## config.mk

```make
export PLATFORM = sky130hd
export DESIGN_NAME = ptt_timer
export DESIGN_NICKNAME = d
export VERILOG_FILES = /design/src/logic/ptt_pkg.sv /design/src/logic/ptt_prescaler.sv /design/src/logic/ptt_tap_select.sv /design/src/logic/ptt_timer.sv
export SDC_FILE = /design/constraint.sdc
export NUM_CORES = 1
export LEC_CHECK = 0
export ABC_AREA = 1
export BUFFER_PORTS_ARGS = -buffer_cell sky130_fd_sc_hd__buf_2
export CAP_MARGIN = 25
export CORE_MARGIN = 4
export CORE_UTILIZATION = 35
export DETAILED_ROUTE_END_ITERATION = 8
export GPL_TIMING_DRIVEN = 1
export PLACE_DENSITY = 0.59
export REMOVE_ABC_BUFFERS = 1
export SLEW_MARGIN = 5
export SYNTH_ARGS = -nofsm -noshare
export SYNTH_HDL_FRONTEND = slang
export SYNTH_SLANG_ARGS = --single-unit
```

## constraint.sdc

```tcl
create_clock -name clock -period 3.15 [get_ports clock]
set_clock_uncertainty 0.2 [all_clocks]
set_input_delay 0.63 -clock clock [delete_from_list [all_inputs] [get_ports clock]]
set_output_delay 0.63 -clock clock [all_outputs]
set_load 0.01 [all_outputs]
```

## src/logic/ptt_pkg.sv

```systemverilog
// Constants, types and tap tables shared by the prescaler and timer block
package ptt_pkg;

	// ****************************************************************
	// Widths and reset values
	// ****************************************************************
	localparam int PSS_W = 11;
	localparam int PSW_W = 8;
	localparam int TMR_W = 8;
	localparam int MODE_W = 4;
	localparam int DIV_W = 3;
	localparam int TAP_W = 4;

	localparam logic [PSS_W-1:0] PSS_RESET = 11'h000;
	localparam logic [PSW_W-1:0] PSW_RESET = 8'h00;
	localparam logic [TMR_W-1:0] TMR_RESET = 8'h00;
	localparam logic [TMR_W-1:0] TMR_MAX = 8'hFF;
	localparam logic [MODE_W-1:0] MODE_RESET = 4'h0;
	localparam logic [DIV_W-1:0] DIV_RESET = 3'h0;
	localparam logic [DIV_W-1:0] DIV_LAST = 3'h7;

	// ****************************************************************
	// Mode register fields
	// ****************************************************************
	localparam int MODE_TB_BIT = 3;
	localparam int MODE_SEL_LSB = 1;
	localparam int MODE_CODE_HI = 2;
	localparam logic [2:0] MODE_PSW_CLR_CODE = 3'h7;

	// ****************************************************************
	// Types
	// ****************************************************************
	typedef enum logic [2:0] {OPM_ACTIVE, OPM_STANDBY, OPM_SUBACTIVE, OPM_WATCH, OPM_STOP} ptt_opmode_e;

	typedef struct packed {
		logic mode_wr;
		logic [MODE_W-1:0] mode_data;
		logic psw_clr;
		logic tb_clr;
		logic irq_clr;
	} ptt_sw_ctl_s;

	typedef struct packed {
		logic [MODE_W-1:0] mode;
		logic [DIV_W-1:0] div8;
		logic [TMR_W-1:0] timer;
		logic ovf;
		logic irq;
	} ptt_state_s;

	// ****************************************************************
	// Tap tables: number of low bits that must wrap
	// ****************************************************************
	function automatic logic [TAP_W-1:0] pss_tap_bits(input logic [2:0] code);
		case (code)
			3'h0: pss_tap_bits = 4'hB;
			3'h1: pss_tap_bits = 4'hA;
			3'h2: pss_tap_bits = 4'h9;
			3'h3: pss_tap_bits = 4'h7;
			3'h4: pss_tap_bits = 4'h5;
			3'h5: pss_tap_bits = 4'h3;
			3'h6: pss_tap_bits = 4'h2;
			default: pss_tap_bits = 4'h1;
		endcase
	endfunction : pss_tap_bits

	function automatic logic [TAP_W-1:0] psw_tap_bits(input logic [2:0] code);
		case (code)
			3'h0: psw_tap_bits = 4'h8;
			3'h1: psw_tap_bits = 4'h7;
			3'h2: psw_tap_bits = 4'h6;
			3'h3: psw_tap_bits = 4'h5;
			3'h4: psw_tap_bits = 4'h4;
			3'h5: psw_tap_bits = 4'h3;
			3'h6: psw_tap_bits = 4'h2;
			default: psw_tap_bits = 4'h1;
		endcase
	endfunction : psw_tap_bits

	// True when the low k bits are all ones, so the next advance wraps them
	function automatic logic low_bits_full(input logic [PSS_W-1:0] v, input logic [TAP_W-1:0] k);
		logic [PSS_W-1:0] mask;
		mask = PSS_W'((12'h001 << k) - 12'h001);
		low_bits_full = ((v & mask) == mask);
	endfunction : low_bits_full

endpackage : ptt_pkg

```

## src/logic/ptt_prescaler.sv

```systemverilog
// Free-running up-counter with halt and clear, used for both prescalers
`timescale 1ns/10ps
module ptt_prescaler #(
	parameter int W = 11
) (
	input clock,
	input rst_b,
	input advance,
	input halt,
	input clear,
	output logic [W-1:0] count
);

	typedef struct packed {
		logic [W-1:0] count;
	} ptt_cnt_state_s;

	ptt_cnt_state_s st_reg;
	ptt_cnt_state_s st_next;

	always_comb
	begin
		st_next = st_reg;
		if (clear)
			st_next.count = '0;
		else if (advance && !halt)
			st_next.count = W'(st_reg.count + 1'b1);
	end

	// Reset clears and holds the count
	always_ff @(posedge clock)
	begin
		if (!rst_b)
			st_reg <= '0;
		else
			st_reg <= st_next;
	end

	assign count = st_reg.count;
endmodule : ptt_prescaler

```

## src/logic/ptt_tap_select.sv

```systemverilog
// Selects the timer input tap and emits one pulse per tap period
`timescale 1ns/10ps
module ptt_tap_select (
	input clock,
	input rst_b,
	input [ptt_pkg::PSS_W-1:0] sys_count,
	input sys_adv,
	input [ptt_pkg::PSW_W-1:0] sub_count,
	input sub_adv,
	input [ptt_pkg::MODE_W-1:0] mode,
	output logic tap_pulse
);

	typedef struct packed {
		logic pulse;
	} ptt_tap_state_s;

	ptt_tap_state_s st_reg;
	ptt_tap_state_s st_next;
	logic [2:0] code;

	always_comb
	begin
		code = mode[ptt_pkg::MODE_CODE_HI:0];
		st_next = st_reg;
		if (mode[ptt_pkg::MODE_TB_BIT])
			st_next.pulse = sub_adv && ptt_pkg::low_bits_full(ptt_pkg::PSS_W'(sub_count),
				ptt_pkg::psw_tap_bits(code));
		else
			st_next.pulse = sys_adv && ptt_pkg::low_bits_full(sys_count, ptt_pkg::pss_tap_bits(code));
	end

	always_ff @(posedge clock)
	begin
		if (!rst_b)
			st_reg <= '0;
		else
			st_reg <= st_next;
	end

	assign tap_pulse = st_reg.pulse;
endmodule : ptt_tap_select

```

## src/logic/ptt_timer.sv

```systemverilog
// Top of the two prescalers and the free-running timer with time-base mode
// Function
// System prescaler is 11-bit, mode-selected clock
// Reset clears system prescaler, then it divides
// System prescaler halts in stop, watch
// Subactive mode feeds system prescaler subclock
// Subclock prescaler counts oscillator divided by eight
// Subclock prescaler cleared by reset or software
// Subclock prescaler stops only reset, stop
// Mode bits 3..1 all ones clear subclock prescaler
// Prescaler taps feed other peripherals
// Timer is 8-bit, clock chosen by mode
// Timer resets to zero, increments per pulse
// Wrap at maximum sets overflow and flag
// Timer keeps counting, overflow every 256
// Mode bit 3 selects subclock prescaler input
// Time-base mode allows software clear both
// Mode register 4-bit, reset zero, period table
// Interrupt flag sticky until software clears
`timescale 1ns/10ps
module ptt_timer (
	input clock,
	input rst_b,
	input ptt_pkg::ptt_opmode_e op_mode,
	input sys_clk_tick,
	input sub_clk_tick,
	input sub_osc_tick,
	input ptt_pkg::ptt_sw_ctl_s sw_ctl,
	output logic [ptt_pkg::PSS_W-1:0] sys_prescaler,
	output logic [ptt_pkg::PSW_W-1:0] subclk_prescaler,
	output logic [ptt_pkg::TMR_W-1:0] timer_count,
	output logic timer_ovf,
	output logic timer_a_irq_flag
);

	// ****************************************************************
	// State and clock steering
	// ****************************************************************
	ptt_pkg::ptt_state_s st_reg;
	ptt_pkg::ptt_state_s st_next;
	logic pss_tick;
	logic pss_halt;
	logic pss_adv;
	logic psw_halt;
	logic psw_tick;
	logic psw_clr;
	logic psw_adv;
	logic tb_clear;
	logic tap_pulse;

	always_comb
	begin
		pss_tick = (op_mode == ptt_pkg::OPM_SUBACTIVE) ? sub_clk_tick : sys_clk_tick;
		pss_halt = (op_mode == ptt_pkg::OPM_STOP) || (op_mode == ptt_pkg::OPM_WATCH);
		pss_adv = pss_tick && !pss_halt;
		psw_halt = (op_mode == ptt_pkg::OPM_STOP);
		psw_tick = sub_osc_tick && (st_reg.div8 == ptt_pkg::DIV_LAST);
		tb_clear = sw_ctl.tb_clr && st_reg.mode[ptt_pkg::MODE_TB_BIT];
		psw_clr = sw_ctl.psw_clr || tb_clear || (sw_ctl.mode_wr &&
			(sw_ctl.mode_data[ptt_pkg::MODE_TB_BIT:ptt_pkg::MODE_SEL_LSB] == ptt_pkg::MODE_PSW_CLR_CODE));
		psw_adv = psw_tick && !psw_halt && !psw_clr;
	end

	// ****************************************************************
	// Prescalers and tap selection
	// ****************************************************************
	ptt_prescaler #(
		.W(ptt_pkg::PSS_W)
	) u_sys_prescaler (
		.clock(clock),
		.rst_b(rst_b),
		.advance(pss_tick),
		.halt(pss_halt),
		.clear(1'b0),
		.count(sys_prescaler)
	);

	ptt_prescaler #(
		.W(ptt_pkg::PSW_W)
	) u_subclk_prescaler (
		.clock(clock),
		.rst_b(rst_b),
		.advance(psw_tick),
		.halt(psw_halt),
		.clear(psw_clr),
		.count(subclk_prescaler)
	);

	ptt_tap_select u_tap (
		.clock(clock),
		.rst_b(rst_b),
		.sys_count(sys_prescaler),
		.sys_adv(pss_adv),
		.sub_count(subclk_prescaler),
		.sub_adv(psw_adv),
		.mode(st_reg.mode),
		.tap_pulse(tap_pulse)
	);

	// ****************************************************************
	// Mode register, divider, timer and flag
	// ****************************************************************
	always_comb
	begin
		st_next = st_reg;
		st_next.ovf = 1'b0;
		if (sw_ctl.mode_wr)
			st_next.mode = sw_ctl.mode_data;
		if (sub_osc_tick && !psw_halt)
			st_next.div8 = ptt_pkg::DIV_W'(st_reg.div8 + 1'b1);
		if (tb_clear)
			st_next.timer = ptt_pkg::TMR_RESET;
		else if (tap_pulse)
		begin
			if (st_reg.timer == ptt_pkg::TMR_MAX)
			begin
				st_next.timer = ptt_pkg::TMR_RESET;
				st_next.ovf = 1'b1;
			end
			else
				st_next.timer = ptt_pkg::TMR_W'(st_reg.timer + 1'b1);
		end
		// Set beats a clear in the same cycle
		if (sw_ctl.irq_clr)
			st_next.irq = 1'b0;
		if (st_next.ovf)
			st_next.irq = 1'b1;
	end

	always_ff @(posedge clock)
	begin
		if (!rst_b)
		begin
			st_reg.mode <= ptt_pkg::MODE_RESET;
			st_reg.div8 <= ptt_pkg::DIV_RESET;
			st_reg.timer <= ptt_pkg::TMR_RESET;
			st_reg.ovf <= 1'b0;
			st_reg.irq <= 1'b0;
		end
		else
			st_reg <= st_next;
	end

	assign timer_count = st_reg.timer;
	assign timer_ovf = st_reg.ovf;
	assign timer_a_irq_flag = st_reg.irq;
endmodule : ptt_timer

```

==> results of run 1 <==
==> worst paths after layout <==
path	from	to	slack (ns)	depth (start not counted)
setup / recovery	st_reg[14]	u_tap.tap_pulse	1.18	10
hold / removal	st_reg[10]	st_reg[10]	0.28	1
setup reg to reg	st_reg[14]	u_tap.tap_pulse	1.18	10
hold reg to reg	st_reg[10]	st_reg[10]	0.28	1
==> cells by family (layout without fill, tap and decap cells) <==
kind of cell | Yosys count | in the layout | share of synthesized area [%]
XOR/XNOR | 7 | 7 | 2.85
AND/OR/NAND/NOR | 158 | 158 | 33.9
AO/OA/AOI/OAI | 46 | 46 | 12.1
flip-flops | 37 | 37 | 34.5
other | 1 | 2 | 0.175
adder cells (fa/ha/maj) | 7 | 7 | 4.08
buffers and inverters | 59 | 98 | 12.5
==> per-stage QoR <==
| stage | power [mW] | util [%] |
|---|---|---|
| 2_1_floorplan | 0.569 | - |
| 4_1_cts | 0.935 | 41.2 |
| 3_3_place_gp | 0.605 | 39.8 |
| 3_5_place_dp | 0.607 | 39.8 |
| 6_report | 0.919 | 41.2 |
| 5_1_grt | 0.979 | 41.2 |
==> routing by layer <==
layer | track usage, % | wire length, um
met3 | 3.23 | 213
met2 | 24.3 | 2390
met5 | 0 | 0
met1 | 19.0 | 2390
met4 | 4.25 | 70
==> power by group through the flow <==
| stage | Clock, mW | Sequential [mW] | Combinational, mW |
|---|---|---|---|
| after floorplan | 0 | 0.503 | 0.0664 |
| after global placement | 0 | 0.506 | 0.0990 |
| after CTS | 0.338 | 0.495 | 0.101 |
| final | 0.322 | 0.496 | 0.101 |
| after global routing | 0.363 | 0.498 | 0.118 |
| after detailed placement | 0 | 0.506 | 0.101 |
==> synthesized netlist by cell type, drive strengths merged <==
cell	instances	area (sq um)
ha	7	87.6
conb	1	3.75
a211oi	1	7.51
a21oi	26	141
inv	45	169
nand4	11	68.8
o31ai	1	7.51
nand2	73	284
xor2	5	43.8
o21ai	13	65.1
buf	13	95.1
nor3b	3	22.5
dfxtp	37	741
a31oi	1	6.26
xnor2	2	17.5
nand3	23	120
clkinv	1	3.75
a21boi	1	7.51
nor2	40	178
o32ai	1	8.76
o21a	2	15.0
nor3	8	55.1
==> worst max-delay path: cells and delay by family, from the launching register on <==
family                   cells  cell delay (ns)
adder cells (fa/ha/maj)      1             0.32
AO/OA/AOI/OAI                1             0.12
AND/OR/NAND/NOR              7             0.62
flip-flops                   1             0.60
buffers and inverters        1             0.05
==> cell type report <==
type,count,area [sq um]
clock buffer,6,72.6
clock inverter,2,10.0
fill,665,3500
inverter,46,173
multi-input combinational,220,1140
sequential,37,741
tap,75,93.8
timing repair buffer,44,220
==> results by group, run 1 <==
Finish
  – Fraction of layout instances using a drive strength above 1: 19.7%
  – Commonest non-fill, non-tap cell in the layout: nand2_1
  – Most frequent cells in the layout: nand2_1, buf_2, inv_1, dfxtp_1, nor2_1
  – Cell area after layout: 2450 sq um
  – Max FFs per register: 11
  – Ant. Diodes: 0
  – Area grow syn2layout: 14.2%
  – Nets@finish: 377
  – Non-filler cells, final: 430

Pwr
  – Clock power frac: 35.1%
  – Lkg Pwr: 1.12 nW
  – Logic pwr share: 10.9%
  – Internal power: 667 uW
  – Sw frac: 27.4%
  – Psw: 252 uW
  – Flop pwr share: 54.0%
  – Power density over the cells: 374 nW/um^2
  – Max IR drop VDD: 0.135 mV

Critical path
  – CP peak stage delay: 0.60 ns
  – Worst path slowest cell: dfxtp_1
  – Worst-path fanout max: 13
  – Critical-path cell list: nand3_1 -> ha_1 -> nor2_1 -> nor2_1 -> nand2_1 -> inv_1 -> nand3_1 -> nor2_1 -> nand3_1 -> a21oi_1
  – WS Path Type: register to register
  – Critical Path RT: 3.17 ns
  – Crit path launch type: register
  – WP data arrival: 1.99 ns
  – Endpoint class of the critical path: register

Routing
  – Via density per instance: 4.79
  – Drt first-iter violations: 92
  – Total iterations of the first detailed-routing run: 4
  – DRC viols: 0
  – Vias: 2,059
  – Routed wire per std cell: 11.8 um
  – Routed Wire Length: 5060 um
  – Antenna-violating nets left: 0

Placed design
  – Placed insts: 422
  – Pre-CTS setup slack: 1.14 ns
  – HPWL after detailed placement: 3950 um
  – Port bufs: 44
  – DP Area: 2370 sq um
  – RD Place Congestion: 0.835

Synth
  – Syn Inst Count: 315
  – Synth Cell Area: 2150 sq um
  – Synthesized area per cell: 6.82 sq um
  – YS warnings: 0
  – Yosys reg bits: 37
  – Netlist cell types: 33
  – Register area share after synthesis: 34.5%

Floorplan
  – Die Wd: 86.3 um
  – DIE HEIGHT: 86.3 um
  – Core Rows: 28
  – I/O pins: 45
  – Core Box Area: 5960 sq um
  – Initial Utilization: 36.1%
  – Die area: 7460 sq um

Hold path
  – Hold crit path type: register to register

Timing
  – Peak Freq: 0.508 GHz
  – Endpoints failing setup: 0
  – Final setup TNS: 0 ns
  – Period utilisation layout: 62.5%
  – Final Hold Vio Count: 0
  – Max-slew violation count: 0
  – Final worst path period need: 1.97 ns
  – Worst Hold Slack: 0.277 ns
  – Final WS setup: 1.18 ns
  – Unrepaired setup endpoints after global routing: false

Global routing
  – Initial antenna violation count: 0
  – Vias in the first global route: 1,950
  – Grt ovf: 0
  – Largest net degree at the start of global routing: 15
  – GRT Total Usage: 14.6%
  – Global-route wire length before repair: 8910 um

Clocking
  – Clk_lat worst skew: 0.29 ns
  – Hold Buf Count CTS: 0
  – Post-CTS Setup Inserts: 0
  – Cts repair resizes: 0
  – Clk root buf: clkbuf_8
  – Worst-path clk slew: 0.08 ns
  – CTS tree: done
  – CTS Sinks: 37
  – CTS Buffer Depth: 2
  – Cts bufs inserted: 5
  – H-tree level count: 2

Status
  – Status: finished, final reports clean

Run
  – Max_cap viols: 0
No activity file was read; power rests on OpenSTA's default activity.
==> run 2: changes to the inputs <==
- PLACE_DENSITY: 0.59 -> 0.61
- clock period: 3.15 -> 1.7 ns (I/O delays scaled with it)
==> run 2 against run 1 <==
Effect of this change: sequential share of layout area down 2.1 points; hold slack worse by 0.23 ns; wire length increased by 1.0%; clock power grew to 2.8 times the previous value; highest routed layer unchanged; power is 120% higher; via count up 3.4%; clock-buffer cell count fell by 1; worst setup slack worse by 1.1 ns; utilization rose by 3.7 points; register-to-register slack worse by 1.1 ns; fmax is 22% higher.
==> results by group, run 2 (synthesized netlist as in run 1, its figures left out) <==
Critical path
  – Worst-path fanout max: 5
  – Flop2flop setup slack: 0.09 ns
  – Endpoint class of the critical path: register
  – FF-to-FF End: u_tap.tap_pulse
  – Worst Reg-to-Reg Cells: 8
  – Crit path launch type: register
  – Worst R2R Start: st_reg[10]
  – Critical Path RT: 1.73 ns
  – WP data arrival: 1.63 ns
  – WS Path Type: register to register

Placed design
  – RD Place Congestion: 0.807
  – HPWL after detailed placement: 4000 um
  – Port bufs: 44
  – Pre-CTS setup slack: 0.0137 ns
  – DP Area: 2470 sq um

Pwr
  – Overall Power: 2.05 mW
  – Power density over the cells: 767 nW/um^2
  – Max IR drop VDD: 0.388 mV
  – Lkg Pwr: 1.24 nW

Floorplan
  – Initial Utilization: 36.1%
  – Die area: 7460 sq um
  – Die Wd: 86.3 um
  – DIE HEIGHT: 86.3 um
  – I/O pins: 45
  – Core Box Area: 5960 sq um
  – Core Rows: 28

Routing
  – Via density per instance: 4.78
  – DRC viols: 0
  – Drt first-iter violations: 159
  – Routed wire per std cell: 11.5 um
  – Vias: 2,130
  – Total iterations of the first detailed-routing run: 5
  – Routed Wire Length: 5110 um
  – Antenna-violating nets left: 0

Timing
  – Peak Freq: 0.622 GHz
  – Endpoints failing setup: 0
  – Final Hold Vio Count: 0
  – Unrepaired setup endpoints after global routing: true
  – Final setup TNS: 0 ns
  – Final WS setup: 0.0930 ns
  – Period utilisation layout: 94.5%
  – Max-slew violation count: 0
  – Final worst path period need: 1.61 ns

Finish
  – Area grow syn2layout: 24.4%
  – Ant. Diodes: 0
  – Nets@finish: 393
  – Max FFs per register: 11
  – Fraction of layout instances using a drive strength above 1: 27.2%
  – Most frequent cells in the layout: nand2_1, buf_2, inv_1, dfxtp_1, nor2_1
  – Commonest non-fill, non-tap cell in the layout: nand2_1
  – Cell area after layout: 2670 sq um

Global routing
  – Largest net degree at the start of global routing: 13
  – Grt ovf: 0
  – Vias in the first global route: 1,972
  – Initial antenna violation count: 0
  – Global-route wire length before repair: 8630 um
  – GRT Total Usage: 14.3%

Clocking
  – H-tree level count: 2
  – Clk root buf: clkbuf_8
  – CTS Sinks: 37
  – CTS Buffer Depth: 2
  – Clk_lat worst skew: 0.29 ns
  – Worst-path clk slew: 0.08 ns
  – Cts bufs inserted: 5
  – CTS tree: done

Hold path
  – Worst-case hold path end point: timer_a_irq_flag
  – Hold path depth: 2
  – Hold Crit Start: sw_ctl[0]
  – Hold crit path type: input pin to register

Run
  – Max_cap viols: 0

Status
  – Status: finished, final reports clean
[run 2: cell types whose count changed in the layout (fill, tap and decap cells not counted), moves of 3 or more]
cell / change
dfxtp_1: -5
nor2_1: -3
buf_4: +16
dfxtp_2: +4
[run 2: timing repair]
item / CTS / global route
buffers inserted: 0 / 3
pin swaps: 0 / 1
hold buffers: 0 / 0
gates resized for setup: 1 / 16
endpoints found under the setup margin: 1 / 10
[run 2: through the flow]
stage               utilization [%]  std cells  hold slack [ns]
floorplan                         -        303            0.228
global placement               41.4        435            0.239
detailed placement             41.4        435            0.249
CTS                            43.7        443           0.0416
global route                   44.9        446           0.0426
finish                         44.9        446           0.0491
[run 2: layout make-up]
cell class | count | area, sq um
clock buffers | 5 | 68.8
multi-input cells | 220 | 1180
repair buffers | 60 | 340
flip-flops and latches | 37 | 749
well taps | 75 | 93.8
clock inverters | 3 | 65.1
fillers | 661 | 3280
inverters | 46 | 175
[run 2: worst max path at each step]
| stage | start | endpoint | slack [ns] | cells past startpoint |
|---|---|---|---|---|
| global placement | st_reg[14] | u_tap.tap_pulse | 0.05 | 10 |
| CTS | st_reg[13] | u_tap.tap_pulse | 0.004 | 10 |
| floorplan | st_reg[15] | u_tap.tap_pulse | 0.009 | 10 |
| global route | st_reg[14] | u_tap.tap_pulse | -0.07 | 10 |
| finish | st_reg[10] | u_tap.tap_pulse | 0.09 | 8 |
| detailed placement | st_reg[10] | u_subclk_prescaler.count[5] | 0.01 | 8 |
[run 2: critical path, stage by stage (launching register included)]
cell and delay [ns]:
dfxtp_2 0.34, ha_1 0.14, ha_1 0.15, nand2_2 0.06
a21oi_4 0.20, nand3_1 0.12, nor2_2 0.13, nand3_2 0.09
a21oi_2 0.11
[run 2: power by group]
group | total [mW] | switching (mW) | internal, mW
Combinational | 0.235 | 0.145 | 0.0899
Sequential | 0.905 | 0.0187 | 0.886
Clock | 0.912 | 0.329 | 0.583
[run 2: routing by layer]
layer  vias up  wire length (um)  GRT usage (%)  part of all wire [%]
met4         0                91           5.24                   1.8
li1       1121                 -              -                     -
met1       951              2390           17.9                    47
met5         -                 0              0                     0
met2        51              2380           24.0                    46
met3         7               254           3.33                   5.0
==> run 3: changes to the inputs <==
- CTS_BUF_LIST: default -> sky130_fd_sc_hd__clkbuf_8
- REMOVE_ABC_BUFFERS: 1 -> default
==> run 3 against run 2 <==
Effect of this change: register-to-register slack about the same; non-clock buffer count down 1; design area is 0.84% lower; hold slack better by 0.012 ns; critical endpoint is now u_subclk_prescaler.count[4]; largest power group is now registers.
==> results by group, run 3 (synthesized netlist as in run 1, its figures left out) <==
Placed design
  – Port bufs: 44
  – HPWL after detailed placement: 3930 um
  – RD Place Congestion: 0.830

Routing
  – Routed wire per std cell: 11.7 um
  – Vias: 2,111
  – Antenna-violating nets left: 0
  – Via density per instance: 4.75
  – Drt first-iter violations: 58
  – DRC viols: 0
  – Routed Wire Length: 5200 um
  – Total iterations of the first detailed-routing run: 4

Finish
  – Max FFs per register: 11
  – Ant. Diodes: 0
  – Area grow syn2layout: 23.4%
  – Commonest non-fill, non-tap cell in the layout: nand2_1
  – Nets@finish: 392
  – Most frequent cells in the layout: nand2_1, buf_2, inv_1, nor2_1, dfxtp_1
  – Final Core Density: 44.5%
  – Fraction of layout instances using a drive strength above 1: 27.4%

Clocking
  – Clk root buf: clkbuf_8
  – CTS Buffer Depth: 2
  – Clk_lat worst skew: 0.29 ns
  – H-tree level count: 2
  – Worst-path clk slew: 0.08 ns
  – CTS tree: done
  – Hold Buf Count CTS: 0
  – CTS Sinks: 37
  – Cts bufs inserted: 5

Global routing
  – Largest net degree at the start of global routing: 13
  – Initial antenna violation count: 0
  – Vias in the first global route: 1,945
  – Global-route wire length before repair: 8810 um
  – Grt ovf: 0
  – GRT Total Usage: 14.7%

Timing
  – Peak Freq: 0.623 GHz
  – Period utilisation layout: 94.4%
  – Final Hold Vio Count: 0
  – Unrepaired setup endpoints after global routing: true
  – Max-slew violation count: 0
  – Final worst path period need: 1.61 ns
  – Endpoints failing setup: 0

Pwr
  – Power density over the cells: 711 nW/um^2
  – Overall Power: 1.88 mW
  – Logic pwr share: 12.5%
  – Psw: 481 uW
  – Internal power: 1.40 mW
  – Clock power frac: 39.4%
  – Sw frac: 25.5%
  – Max IR drop VDD: 0.407 mV
  – Lkg Pwr: 1.21 nW
  – Flop pwr share: 48.1%

Critical path
  – Worst path slowest cell: dfxtp_2
  – Worst-path fanout max: 5
  – CP peak stage delay: 0.36 ns
  – WS Path Type: register to register
  – WP data arrival: 1.63 ns
  – Crit path launch type: register
  – Critical Path RT: 1.72 ns
  – Endpoint class of the critical path: register
  – Critical-path cell list: ha_4 -> ha_4 -> nand2_2 -> a21oi_4 -> buf_4 -> buf_4 -> nand4_1 -> a21oi_1

Floorplan
  – Core Rows: 28
  – Die area: 7460 sq um
  – Core Box Area: 5960 sq um
  – Die Wd: 86.3 um
  – Initial Utilization: 36.1%
  – DIE HEIGHT: 86.3 um
  – I/O pins: 45

Status
  – Status: finished, final reports clean

Run
  – Max_cap viols: 0

Hold path
  – Hold crit path type: input pin to register
[run 3: power groups by stage]
stage | Combinational [mW] | Sequential, mW | Clock (mW)
finish | 0.235 | 0.906 | 0.743
global route | 0.271 | 0.910 | 0.798
CTS | 0.227 | 0.900 | 0.763
detailed placement | 0.225 | 0.920 | 0
global placement | 0.224 | 0.919 | 0
floorplan | 0.144 | 0.923 | 0
[run 3: worst max-delay path, delay by kind of cell, from the launching register on]
kind / cells / cell delay, ns
flops: 1 / 0.36
compound gates: 2 / 0.32
fa+ha+maj: 2 / 0.26
buf+inv: 2 / 0.26
simple gates: 2 / 0.14
[run 3: final cells by class]
type                    count  area, sq um
fillers                   656         3310
multi-input cells         220         1190
flip-flops and latches     37          749
repair buffers             59          333
inverters                  46          175
well taps                  75         93.8
clock buffers               5         68.8
clock inverters             2         35.0
[run 3: stage by stage]
step | cells | TNS (ns) | cell area (sq um) | worst slack [ns] | hold WS (ns)
global placement | 433 | 0 | 2450 | 0.0669 | 0.245
CTS | 440 | 0 | 2560 | 0.0243 | 0.0552
detailed placement | 433 | 0 | 2450 | 0.0365 | 0.250
finish | 444 | 0 | 2650 | 0.0946 | 0.0608
global route | 444 | -0.0390 | 2650 | -0.0249 | 0.0664
floorplan | 316 | 0 | 2150 | 0.0462 | 0.229
[run 3: repair_timing]
action	CTS	global route
setup endpoints to repair	0	12
setup buffers	0	4
endpoints found under the hold margin	0	0
resized for setup	0	20
[run 3: final timing paths]
kind	slack [ns]	depth (start not counted)	to	startpoint
setup / recovery	0.09	8	u_subclk_prescaler.count[4]	st_reg[10]
hold / removal	0.06	2	timer_a_irq_flag	sw_ctl[0]
hold reg to reg	0.30	2	timer_a_irq_flag	timer_a_irq_flag
setup reg to reg	0.09	8	u_subclk_prescaler.count[4]	st_reg[10]
[run 3: metal layers]
layer	wire length, um	up-vias	share of wire [%]	global-route usage (%)
li1	-	1117	-	-
met3	269	7	5.2	2.76
met5	0	-	0	0
met2	2400	43	46	23.9
met4	74	0	1.4	5.10
met1	2450	944	47	19.4
